## config.mk

```make
export PLATFORM = sky130hd
export DESIGN_NAME = ccp_shutdown_gating_output_ctrl
export DESIGN_NICKNAME = d
export VERILOG_FILES = /design/src/logic/ccp_ctrl_pkg.sv /design/src/logic/ccp_shutdown_gating_output_ctrl.sv
export VERILOG_INCLUDE_DIRS = /design/src /design/src/logic
export SDC_FILE = /design/constraint.sdc
export NUM_CORES = 1
export LEC_CHECK = 0
export ABC_AREA = 1
export BUFFER_PORTS_ARGS = -buffer_cell sky130_fd_sc_hd__buf_4
export CAP_MARGIN = 20
export CORE_ASPECT_RATIO = 1.5
export CORE_MARGIN = 2
export CORE_UTILIZATION = 25
export DETAILED_ROUTE_END_ITERATION = 6
export RECOVER_POWER = 25
export SKIP_LAST_GASP = 1
export SLEW_MARGIN = 20
export SYNTH_ARGS = -nofsm -noshare
export SYNTH_HDL_FRONTEND = slang
export SYNTH_SLANG_ARGS = --single-unit
export TNS_END_PERCENT = 20
```

## constraint.sdc

```tcl
create_clock -name REF_CLK -period 2.3 [get_ports REF_CLK]
set_clock_uncertainty 0.1 [all_clocks]
set_input_delay 0.46 -clock REF_CLK [delete_from_list [all_inputs] [get_ports REF_CLK]]
set_output_delay 0.46 -clock REF_CLK [all_outputs]
set_load 0.02 [all_outputs]
```

## src/logic/ccp_ctrl_map.svh

```systemverilog
`ifndef CCP_CTRL_MAP_SVH
`define CCP_CTRL_MAP_SVH

// ****************************************
// Register byte offsets
// ****************************************
`define OFS_SGC     12'h000
`define OFS_OEC     12'h004
`define OFS_STAT    12'h008

// ****************************************
// Reset values and writable masks
// ****************************************
`define SGC_RESET   16'h0000
`define OEC_RESET   16'h0000
`define SGC_WMASK   16'hd0ff
`define OEC_WMASK   16'hbfdf
`define OEC_SINGLE  16'h81df

// ****************************************
// Field positions
// ****************************************
`define SGC_RESTART 15
`define SGC_GATEM   14
`define SGC_FORCE   12
`define OEC_SYNC    15
`define OEC_OE_LO   8
`define OEC_GM_LO   6
`define OEC_AUX_LO  3
`define OEC_CS_LO   0
`define ST_ARM      10
`define ST_SHDN     4
`define ST_CDIS     2

`endif

```

## src/logic/ccp_ctrl_pkg.sv

```systemverilog
package ccp_ctrl_pkg;

	// Asynchronous source inputs
	typedef struct packed {
		logic [3:0] clc;
		logic [2:0] cmp;
		logic       fault_a;
		logic       fault_b;
		logic       fault_c;
		logic       fault_d;
		logic       cap_pin;
	} sources_t;

	// Output pin group
	typedef struct packed {
		logic [5:0] level;
		logic [5:0] oe;
		logic [5:0] own;
	} pins_t;

	typedef enum logic [1:0] {
		GM_LEVEL,
		GM_RISE,
		GM_FALL,
		GM_RSVD
	} gate_mode_t;

	typedef enum logic [1:0] {
		AUX_OFF,
		AUX_ROLL,
		AUX_MODE,
		AUX_EVENT
	} aux_sel_t;

	typedef enum {
		G_IDLE,
		G_ARMED
	} arm_state_t;

endpackage : ccp_ctrl_pkg

```

## src/logic/ccp_shutdown_gating_output_ctrl.sv

```systemverilog
// The APB slave port and the register addresses were decided locally.
`timescale 1ns/1ps
`include "ccp_ctrl_map.svh"

// How it works
// (RULE1) Restart on: flag self-clears at period start once request gone
// (RULE2) Gate mode delays shutdown to next time-base event, else immediate
// (RULE3) Software force bit acts like a hardware source, same timing
// (RULE4) Eight enables, only enabled sources can cause shutdown or gating
// (RULE5) Enable bits map to comparators, faults, capture pin, logic cell
// (RULE6) Unimplemented bits ignore writes and read zero
// (RULE7) Output enable sync defers enable changes to next time-base event
// (RULE8) Each enable hands its pin to the module, zero releases it
// (RULE9) Single-output instance keeps only the output A enable
// (RULE10) Gating mode 10: armed falling edge sets capture disable
// (RULE11) Gating mode 01: armed rising edge clears disable; 11 reserved
// (RULE12) Gating mode 00: capture disable follows inverted source level
// (RULE13) Aux select: off, rollover, mode signal, capture/compare event
// (RULE14) Capture source: pin, comparators 1 to 3, logic cells 1 to 4
// (RULE15) Shutdown flag is one while outputs sit in shutdown state
// (RULE16) Capture disable flag blocks capture events
// (RULE17) Gate arm write-one arms one-shot gating, reads zero
// (RULE18) Shutdown drives groups active, inactive or tri-stated
// (RULE19) Request is OR of enabled sources and software force
// (RULE20) All asynchronous source inputs pass a two-stage synchroniser
module ccp_shutdown_gating_output_ctrl
	import ccp_ctrl_pkg::*;
#(
	parameter bit MULTI_OUT = 1'b1
) (
	// Clock, reset, enable
	input  wire logic        REF_CLK,
	input  wire logic        NRST,
	input  wire logic        CE,
	// APB slave
	input  wire logic        PSEL,
	input  wire logic        PENABLE,
	input  wire logic        PWRITE,
	input  wire logic [11:0] PADDR,
	input  wire logic [31:0] PWDATA,
	output logic      [31:0] PRDATA,
	output logic             PREADY,
	output logic             PSLVERR,
	// Sources and module events
	input  sources_t         SRC,
	input  wire logic        TB_EVENT,
	input  wire logic        CAP_EVENT_IN,
	input  wire logic        MODE_SIGNAL,
	input  wire logic        TIMER_MODE,
	input  wire logic [5:0]  PWM_IN,
	input  wire logic [1:0]  SHDN_STATE_ACE,
	input  wire logic [1:0]  SHDN_STATE_BDF,
	// Outputs
	output pins_t            PINS,
	output logic             SHDN_ACTIVE,
	output logic             CAP_DISABLED,
	output logic             CAP_SIGNAL,
	output logic             CAP_EVENT_OUT,
	output logic             AUX_OUT
);

	// ****************************************
	// Register bus
	// ****************************************
	logic [15:0] sgc_q;
	logic [15:0] oec_q;
	logic [31:0] rdata_q;
	logic        shdn_q;
	logic        cdis_q;
	logic        setup;
	logic        access;
	logic        wr;
	logic        hit;
	logic [15:0] oec_wmask;
	logic [15:0] stat_rd;

	assign setup  = PSEL & ~PENABLE;
	assign access = PSEL & PENABLE & CE;
	assign wr     = access & PWRITE;
	assign PREADY = CE;
	assign PRDATA = rdata_q;
	assign hit    = (PADDR == `OFS_SGC) || (PADDR == `OFS_OEC)
		|| (PADDR == `OFS_STAT);
	assign PSLVERR = access & ~hit;
	assign oec_wmask = MULTI_OUT ? `OEC_WMASK : `OEC_SINGLE; // [RULE9]

	// Arm bit always reads zero
	assign stat_rd = {11'h000, shdn_q, 1'b0, cdis_q, 2'h0}; // [RULE17]

	always_ff @(posedge REF_CLK or negedge NRST) begin
		if (!NRST) begin
			sgc_q <= `SGC_RESET;
			oec_q <= `OEC_RESET;
		end else if (wr && PADDR == `OFS_SGC) begin
			sgc_q <= PWDATA[15:0] & `SGC_WMASK; // [RULE6]
		end else if (wr && PADDR == `OFS_OEC) begin
			oec_q <= PWDATA[15:0] & oec_wmask; // [RULE6]
		end
	end

	// Data captured in setup keeps read data on a flop, no wait state
	always_ff @(posedge REF_CLK or negedge NRST) begin
		if (!NRST) begin
			rdata_q <= 32'h0000_0000;
		end else if (CE && setup) begin
			if (PADDR == `OFS_SGC) begin
				rdata_q <= {16'h0000, sgc_q};
			end else if (PADDR == `OFS_OEC) begin
				rdata_q <= {16'h0000, oec_q};
			end else if (PADDR == `OFS_STAT) begin
				rdata_q <= {16'h0000, stat_rd};
			end else begin
				rdata_q <= 32'h0000_0000;
			end
		end
	end

	logic st_wr;
	logic arm_wr;
	logic shdn_clr_wr;

	assign st_wr       = wr && PADDR == `OFS_STAT;
	assign arm_wr      = st_wr & PWDATA[`ST_ARM]; // [RULE17]
	assign shdn_clr_wr = st_wr & PWDATA[`ST_SHDN];

	// ****************************************
	// Source synchroniser
	// ****************************************
	sources_t sync1_q;
	sources_t src_s;

	always_ff @(posedge REF_CLK or negedge NRST) begin
		if (!NRST) begin
			sync1_q <= '0;
			src_s   <= '0;
		end else if (CE) begin
			sync1_q <= SRC; // [RULE20]
			src_s   <= sync1_q; // [RULE20]
		end
	end

	// ****************************************
	// Shutdown request and flag
	// ****************************************
	logic [7:0] src_vec;
	logic       req;
	logic       shdn_set;
	logic       shdn_clr;

	assign src_vec = {src_s.fault_b, src_s.fault_a, src_s.clc[0],
		src_s.cap_pin, src_s.fault_d, src_s.fault_c,
		src_s.cmp[1], src_s.cmp[0]}; // [RULE5]
	assign req = (|(src_vec & sgc_q[7:0])) // [RULE4]
		| sgc_q[`SGC_FORCE]; // [RULE19] [RULE3]
	assign shdn_set = req & (~sgc_q[`SGC_GATEM] | TB_EVENT); // [RULE2]
	assign shdn_clr = shdn_clr_wr
		| (sgc_q[`SGC_RESTART] & TB_EVENT & ~req); // [RULE1]

	// Set wins over a clear in the same cycle
	always_ff @(posedge REF_CLK or negedge NRST) begin
		if (!NRST) begin
			shdn_q <= 1'b0;
		end else if (CE) begin
			if (shdn_set) begin
				shdn_q <= 1'b1; // [RULE15]
			end else if (shdn_clr) begin
				shdn_q <= 1'b0; // [RULE1]
			end
		end
	end

	assign SHDN_ACTIVE = shdn_q;

	// ****************************************
	// Output enables and pins
	// ****************************************
	logic [5:0] oe_q;
	logic [5:0] state_lo;
	logic [5:0] state_hi;

	always_ff @(posedge REF_CLK or negedge NRST) begin
		if (!NRST) begin
			oe_q <= 6'h00;
		end else if (CE && (!oec_q[`OEC_SYNC] || TB_EVENT)) begin
			oe_q <= oec_q[`OEC_OE_LO +: 6]; // [RULE7]
		end
	end

	// Groups: A,C,E in even bits, B,D,F in odd bits
	assign state_hi = {SHDN_STATE_BDF[1], SHDN_STATE_ACE[1],
		SHDN_STATE_BDF[1], SHDN_STATE_ACE[1],
		SHDN_STATE_BDF[1], SHDN_STATE_ACE[1]};
	assign state_lo = {SHDN_STATE_BDF[0], SHDN_STATE_ACE[0],
		SHDN_STATE_BDF[0], SHDN_STATE_ACE[0],
		SHDN_STATE_BDF[0], SHDN_STATE_ACE[0]};

	always_ff @(posedge REF_CLK or negedge NRST) begin
		if (!NRST) begin
			PINS <= '0;
		end else if (CE) begin
			PINS.own <= oe_q; // [RULE8]
			if (shdn_q) begin
				PINS.level <= state_lo & oe_q; // [RULE18]
				PINS.oe    <= state_hi & oe_q; // [RULE18]
			end else begin
				PINS.level <= PWM_IN & oe_q; // [RULE8]
				PINS.oe    <= oe_q;
			end
		end
	end

	// ****************************************
	// Capture gating
	// ****************************************
	gate_mode_t gmode;
	arm_state_t arm_q;
	logic       gate_prev_q;
	logic       g_rise;
	logic       g_fall;

	assign gmode  = gate_mode_t'(oec_q[`OEC_GM_LO +: 2]);
	assign g_rise = req & ~gate_prev_q;
	assign g_fall = ~req & gate_prev_q;

	always_ff @(posedge REF_CLK or negedge NRST) begin
		if (!NRST) begin
			gate_prev_q <= 1'b0;
		end else if (CE) begin
			gate_prev_q <= req;
		end
	end

	always_ff @(posedge REF_CLK or negedge NRST) begin
		if (!NRST) begin
			arm_q  <= G_IDLE;
			cdis_q <= 1'b0;
		end else if (CE) begin
			case (arm_q)
				G_IDLE: begin
					if (arm_wr) begin
						arm_q <= G_ARMED; // [RULE17]
					end
				end
				G_ARMED: begin
					if (gmode == GM_FALL && g_fall) begin
						arm_q  <= G_IDLE;
						cdis_q <= 1'b1; // [RULE10]
					end else if (gmode == GM_RISE && g_rise) begin
						arm_q  <= G_IDLE;
						cdis_q <= 1'b0; // [RULE11]
					end
				end
				default: arm_q <= G_IDLE;
			endcase
			// Level mode ignores arming; reserved code holds
			if (gmode == GM_LEVEL) begin
				cdis_q <= ~req; // [RULE12]
			end
		end
	end

	assign CAP_DISABLED = cdis_q;

	// ****************************************
	// Capture source and aux output
	// ****************************************
	logic     cap_mux;
	aux_sel_t aux_sel;
	logic     aux_d;

	always_comb begin
		cap_mux = src_s.cap_pin;
		if (oec_q[2]) begin
			cap_mux = src_s.clc[oec_q[1:0]]; // [RULE14]
		end else if (oec_q[1:0] != 2'h0) begin
			cap_mux = src_s.cmp[oec_q[1:0] - 2'h1]; // [RULE14]
		end
	end

	assign aux_sel = aux_sel_t'(oec_q[`OEC_AUX_LO +: 2]);

	always_comb begin
		case (aux_sel)
			AUX_ROLL:  aux_d = TB_EVENT; // [RULE13]
			AUX_MODE:  aux_d = MODE_SIGNAL; // [RULE13]
			AUX_EVENT: aux_d = CAP_EVENT_IN & ~TIMER_MODE; // [RULE13]
			default:   aux_d = 1'b0;
		endcase
	end

	always_ff @(posedge REF_CLK or negedge NRST) begin
		if (!NRST) begin
			CAP_SIGNAL    <= 1'b0;
			CAP_EVENT_OUT <= 1'b0;
			AUX_OUT       <= 1'b0;
		end else if (CE) begin
			CAP_SIGNAL    <= cap_mux;
			CAP_EVENT_OUT <= CAP_EVENT_IN & ~cdis_q; // [RULE16]
			AUX_OUT       <= aux_d;
		end
	end
endmodule : ccp_shutdown_gating_output_ctrl

```

After elaboration in Yosys (flattened, before gate mapping)
Index checks and enable logic that the tools add are counted.
{"block": "word_totals", "regBits": 143, "in_bits": 76, "out_inout_bits": 57, "wordCells": 114}
{"block": "classes", "addsub": 1, "order_cmp": 2, "n_eq_ne": 10, "mux": 21, "bitwise_logic": 29, "n_reduce_logical": 23}
{"cell": "2-to-1 mux 32 bit", "n": 5}
{"cell": "case mux 32 bit (2 select lines)", "n": 1}
{"cell": "== test 32 x 1 -> 1 bit, second input constant", "n": 1}
{"cell": "logical NOT 32 bit", "n": 1}
{"cell": "bitwise AND 6 bit", "n": 3}
{"cell": "bitwise AND 1 bit", "n": 14}
{"cell": "== test 12 x 3 -> 1 bit, second input constant", "n": 1}
{"cell": "== test 12 x 4 -> 1 bit, second input constant", "n": 1}
{"cell": "logical NOT 12 bit", "n": 1}
{"cell": "2-to-1 mux 12 bit", "n": 1}
{"cell": "2-to-1 mux 1 bit", "n": 10}
{"cell": "bitwise AND 8 bit", "n": 1}
{"cell": "NOT 1 bit", "n": 8}
{"cell": "OR reduction 8 bit", "n": 1}
{"cell": "logical AND 1 bit", "n": 7}
{"cell": "== test 2 bit, second input constant", "n": 3}
{"cell": "less-than comparator 2 x 3 -> 1 bit, second input constant", "n": 2}
{"cell": "AND reduction 3 bit", "n": 2}
{"cell": "nonzero test 2 bit", "n": 3}
{"cell": "2-to-1 mux 5 bit", "n": 1}
{"cell": "binary-select mux 1 bit (select 2 bit)", "n": 2}
{"cell": "== test 2 x 1 -> 1 bit, second input constant", "n": 2}
{"cell": "AND reduction 2 bit", "n": 2}
{"cell": "logical OR 1 bit", "n": 3}
{"cell": "other kinds (8)", "n": 10}

Depth between registers and ports, before layout
{"block": "depth", "word_depth": 9, "ltp_mapped": 10, "mapped_depth_nobuf": 10}

Worst setup path before layout
OpenSTA, ideal clock, no wires.
{"block": "synth_path", "kind": "input-to-output", "from": "input port CE", "to": "output port PSLVERR", "arrival_ns": 1.332, "required_time_ns": 1.740, "path_slack_ns": 0.408, "path_stages": 4, "path_buffers": 2, "path_cell_list": "buf_4 > clkbuf_1 > nand3_1 > a21oi_1"}
{"block": "synth_via", "elab_chain_len": 2}
{"element": "start: declaration", "line": "ccp_shutdown_gating_output_ctrl.sv:34", "rtl": "input wire logic CE,"}
{"element": "bitwise AND 1 bit", "line": "ccp_shutdown_gating_output_ctrl.sv:78", "rtl": "assign access = PSEL & PENABLE & CE;"}
{"element": "bitwise AND 1 bit", "line": "ccp_shutdown_gating_output_ctrl.sv:84", "rtl": "assign PSLVERR = access & ~hit;"}
{"element": "end: declaration", "line": "ccp_shutdown_gating_output_ctrl.sv:43", "rtl": "output logic PSLVERR,"}
Every way passes these cells.

Worst setup path in the final report
{"block": "layout_path", "from": "input port PADDR[11]", "to": "output port PSLVERR"}
{"block": "layout_via", "elab_chain_len": 5, "elab_cells_between_ends": 7, "classes_between": "eq/ne: 2; bitwise: 2; reduce/logical: 3"}
{"element": "start: declaration", "line": "ccp_shutdown_gating_output_ctrl.sv:39", "rtl": "input wire logic [11:0] PADDR,"}
{"element": "== test 12 x 3 -> 1 bit (no source line) / logical NOT 12 bit (equally long branches)"}
{"element": "logical OR 1 bit", "line": "ccp_shutdown_gating_output_ctrl.sv:82", "rtl": "assign hit = (PADDR == `OFS_SGC) || (PADDR == `OFS_OEC)"}
{"element": "logical OR 1 bit *", "line": "ccp_shutdown_gating_output_ctrl.sv:82"}
{"element": "NOT 1 bit *", "line": "ccp_shutdown_gating_output_ctrl.sv:84"}
{"element": "bitwise AND 1 bit *", "line": "ccp_shutdown_gating_output_ctrl.sv:84"}
Mark *: on every way between the ends. The rest lies on a longest branch, timed or not.

==> impl_metrics.yaml <==
run_status:
  status: "complete, no violations"
die:
  initial_core_util_pct: 25.67
  die_area_sq_mm: 0.01838
  boundaryPins: 133
  num_rows: 58
  core-area_sq_mm: 0.01684
  die_w_microns: 111.4
  die_height_microns: 165.0
logic_synthesis:
  yosys-top-cells-area: "dfrtp_1 56%, nand2_1 17%, o21ai_0 5.8%"
  synth_common_cells: "191 x nand2_1, 96 x dfrtp_1, 50 x o21ai_0, 36 x inv_1, 26 x nor2_1"
  yosysMostFrequentCell: "nand2_1"
  synth_cells: 506
  synth-seq-cells: 96
  synth_edf_count: 0
  avgSynthCellArea_sq_um: 8.541
  synthFlopType: "dfrtp_1"
  synth_top_area_cell: "dfrtp_1"
  ys_types: 26
  yosysSeqAreaShare_pct: 55.59
  synth_area_sq_mm: 0.004322
  synth_top_area_share_pct: 55.59
  ys_warn_count: 0
  synthArstFlopShare_pct: 100.0
timing:
  finalSetupViolCount: 0
  worst_pin_slew_ps: 1014
  min_period_over_period_pct: 80.51
  slew_violations: 0
  rsz0062_at_grt: "no"
  hold_violations: 0
  setup_tns_ps: 0
  period_needed_ps: 1852
  max_freq_mhz: 540.0
  relSlewSlack_pct: 31.68
cells_and_area:
  final_nets: 683
  fill_cells: 1810
  synthToLayoutAreaGrowth_pct: 29.01
  antenna_cells: 0
  layout-drive-gt1-share_pct: 22.13
clocking:
  numCtsBuffers: 9
  clockBufferDepth: 2
  cts_setup_buffers: 0
  cts_hold_repair.buffers: 1
  cts_sinks: 96
  cts_tree: "yes"
  cts-root-buf: "clkbuf_16"
  path_clk_slew_ps: 60
  clk_latency_ps: 350
  cts_htree_levels: 3
  cts.repair.resized: 0
critical_path:
  crit_top_cell: "buf_4"
  path_cells: "buf_4, nor2_1, nand2_1, nor2_4, a21oi_1, buf_4"
  crit_slowest_cell: "nor2_4"
  path_class: "input port to output port"
  path_max_fanout: 4
  crit_family: "simple AND/OR/NAND/NOR gates"
  worstPathRequired_ps: 1740
  startpoint_type: "input port"
  cp.depth: 6
  cpPeakStageDelay_ps: 200
  critical_path_buf_inv_count: 2
  ff2ff_path_depth: 3
  crit_path_end_kind: "output port"
  worstPathArrival_ps: 1290
placed_design:
  gp_congestion: 0.7910
  io_buffers: 100
  detailed_place_hpwl_microns: 8827
power_and_ir_drop:
  p_total_mw: 3.994
  peakVddDrop_mv: 0.2711
  power.density_mw_per_mm2: 716.4
  power.leakage_nw: 2.919
routing:
  postRouteAntennaNets: 0
  viasPerCell: 4.378
  drt-total-wl_microns: 11850
  wire_per_inst_microns: 14.45
  num_vias: 3590
  post-route-drc-count: 0
  drt_iter0_drc: 227
  dr.pass1.iters: 4
global_routing:
  grt_pass1_vias: 3385
  grt_max_degree: 44
  grt-ovfl-total: 0
  antenna_found_initial: 0
  grt_pass1_wl_microns: 18730
  grt_use_total_pct: 13.22
min_path:
  holdCritPathClass: "input port to flip-flop"
  hold_depth: 3
flow_run:
  drv_cap: 0
-- stage by stage --
step           instances  worst slack [ps]  cell area, sq um  utilization (%)  hold WS [ps]
3_5_place_dp         804             277.4              5254            31.21         321.2
2_1_floorplan        521             408.5              4378                -         64.41
3_3_place_gp         804             322.7              5254            31.21         320.4
6_report             820             448.2              5575            33.12         209.8
4_1_cts              820             449.3              5584            33.17         201.9
5_1_grt              820             232.1              5575            33.12         207.1
-- sequential cells by signal, indices dropped and copies added, names as in the netlist --
signal and cells:
oe_q 6, CAP_SIGNAL 1, arm_q 1, gate_prev_q 1, oec_q 14, SHDN_ACTIVE 1
sync1_q 12, PRDATA 16, CAP_DISABLED 1, PINS 18, AUX_OUT 1, src_s 12
CAP_EVENT_OUT 1, sgc_q 11
-- layer usage --
layer	routed length [microns]	part of all wire (%)	track usage (%)	vias up
met5	0	0	0	-
met4	189	1.6	4.882	0
met2	6061	51	22.67	100
met3	616	5.2	2.495	13
li1	-	-	-	1788
met1	4981	42	16.62	1689
-- logic make-up (layout without fill, tap and decap cells) --
logic type / after synthesis / after routing / share of synthesized area, %
other cells: 1 / 16 / 0.08677
simple gates: 250 / 250 / 24.44
buf+inv: 72 / 161 / 8.367
fa+ha+maj: 1 / 1 / 0.2895
compound gates: 86 / 86 / 11.23
flops: 96 / 96 / 55.59
-- power by group --
group,internal (mW),switching (mW),leakage (nW)
Sequential,1.80,0.0621,1.14
Combinational,0.207,0.302,1.63
Clock,0.977,0.648,0.155
-- worst min-delay path, stage by stage --
cell and delay (ps):
buf_4 70, nand2_1 40, nand2_1 50
-- placed cells by master (no fill, tap or decap), types with 4 or more instances in the layout --
| cell type | count |
|---|---|
| dfrtp_1 | 96 |
| o211ai_1 | 4 |
| conb_1 | 16 |
| nand2_1 | 191 |
| o21ai_0 | 50 |
| clkbuf_16 | 9 |
| a21oi_1 | 12 |
| o21ai_2 | 6 |
| nand4_1 | 5 |
| nor2_1 | 26 |
| inv_1 | 37 |
| buf_4 | 103 |
| o21ai_1 | 5 |
| nor3_1 | 5 |
| o31ai_1 | 8 |
| nand3_1 | 16 |
-- final timing paths --
check / start / to / slack, ps
setup reg to reg: oec_q[15] / oe_q[4] / 720
setup / recovery: PADDR[11] / PSLVERR / 450
min in group asynchronous: NRST / PINS[16] / 620
max in group asynchronous: NRST / oec_q[4] / 780
hold reg to reg: sync1_q[0] / sync1_q[0] / 370
hold / removal: SRC[0] / sync1_q[0] / 210
-- layout make-up --
type	count	area (sq um)	share of cell area [%]
tap	210	262.8	4.713
timing repair buffer	109	837.1	15.01
sequential	96	2402	43.09
clock buffer	10	239.0	4.286
inverter	37	138.9	2.491
multi-input combinational	353	1614	28.95
clock inverter	5	81.33	1.459
(Power assumes the default switching activity.)
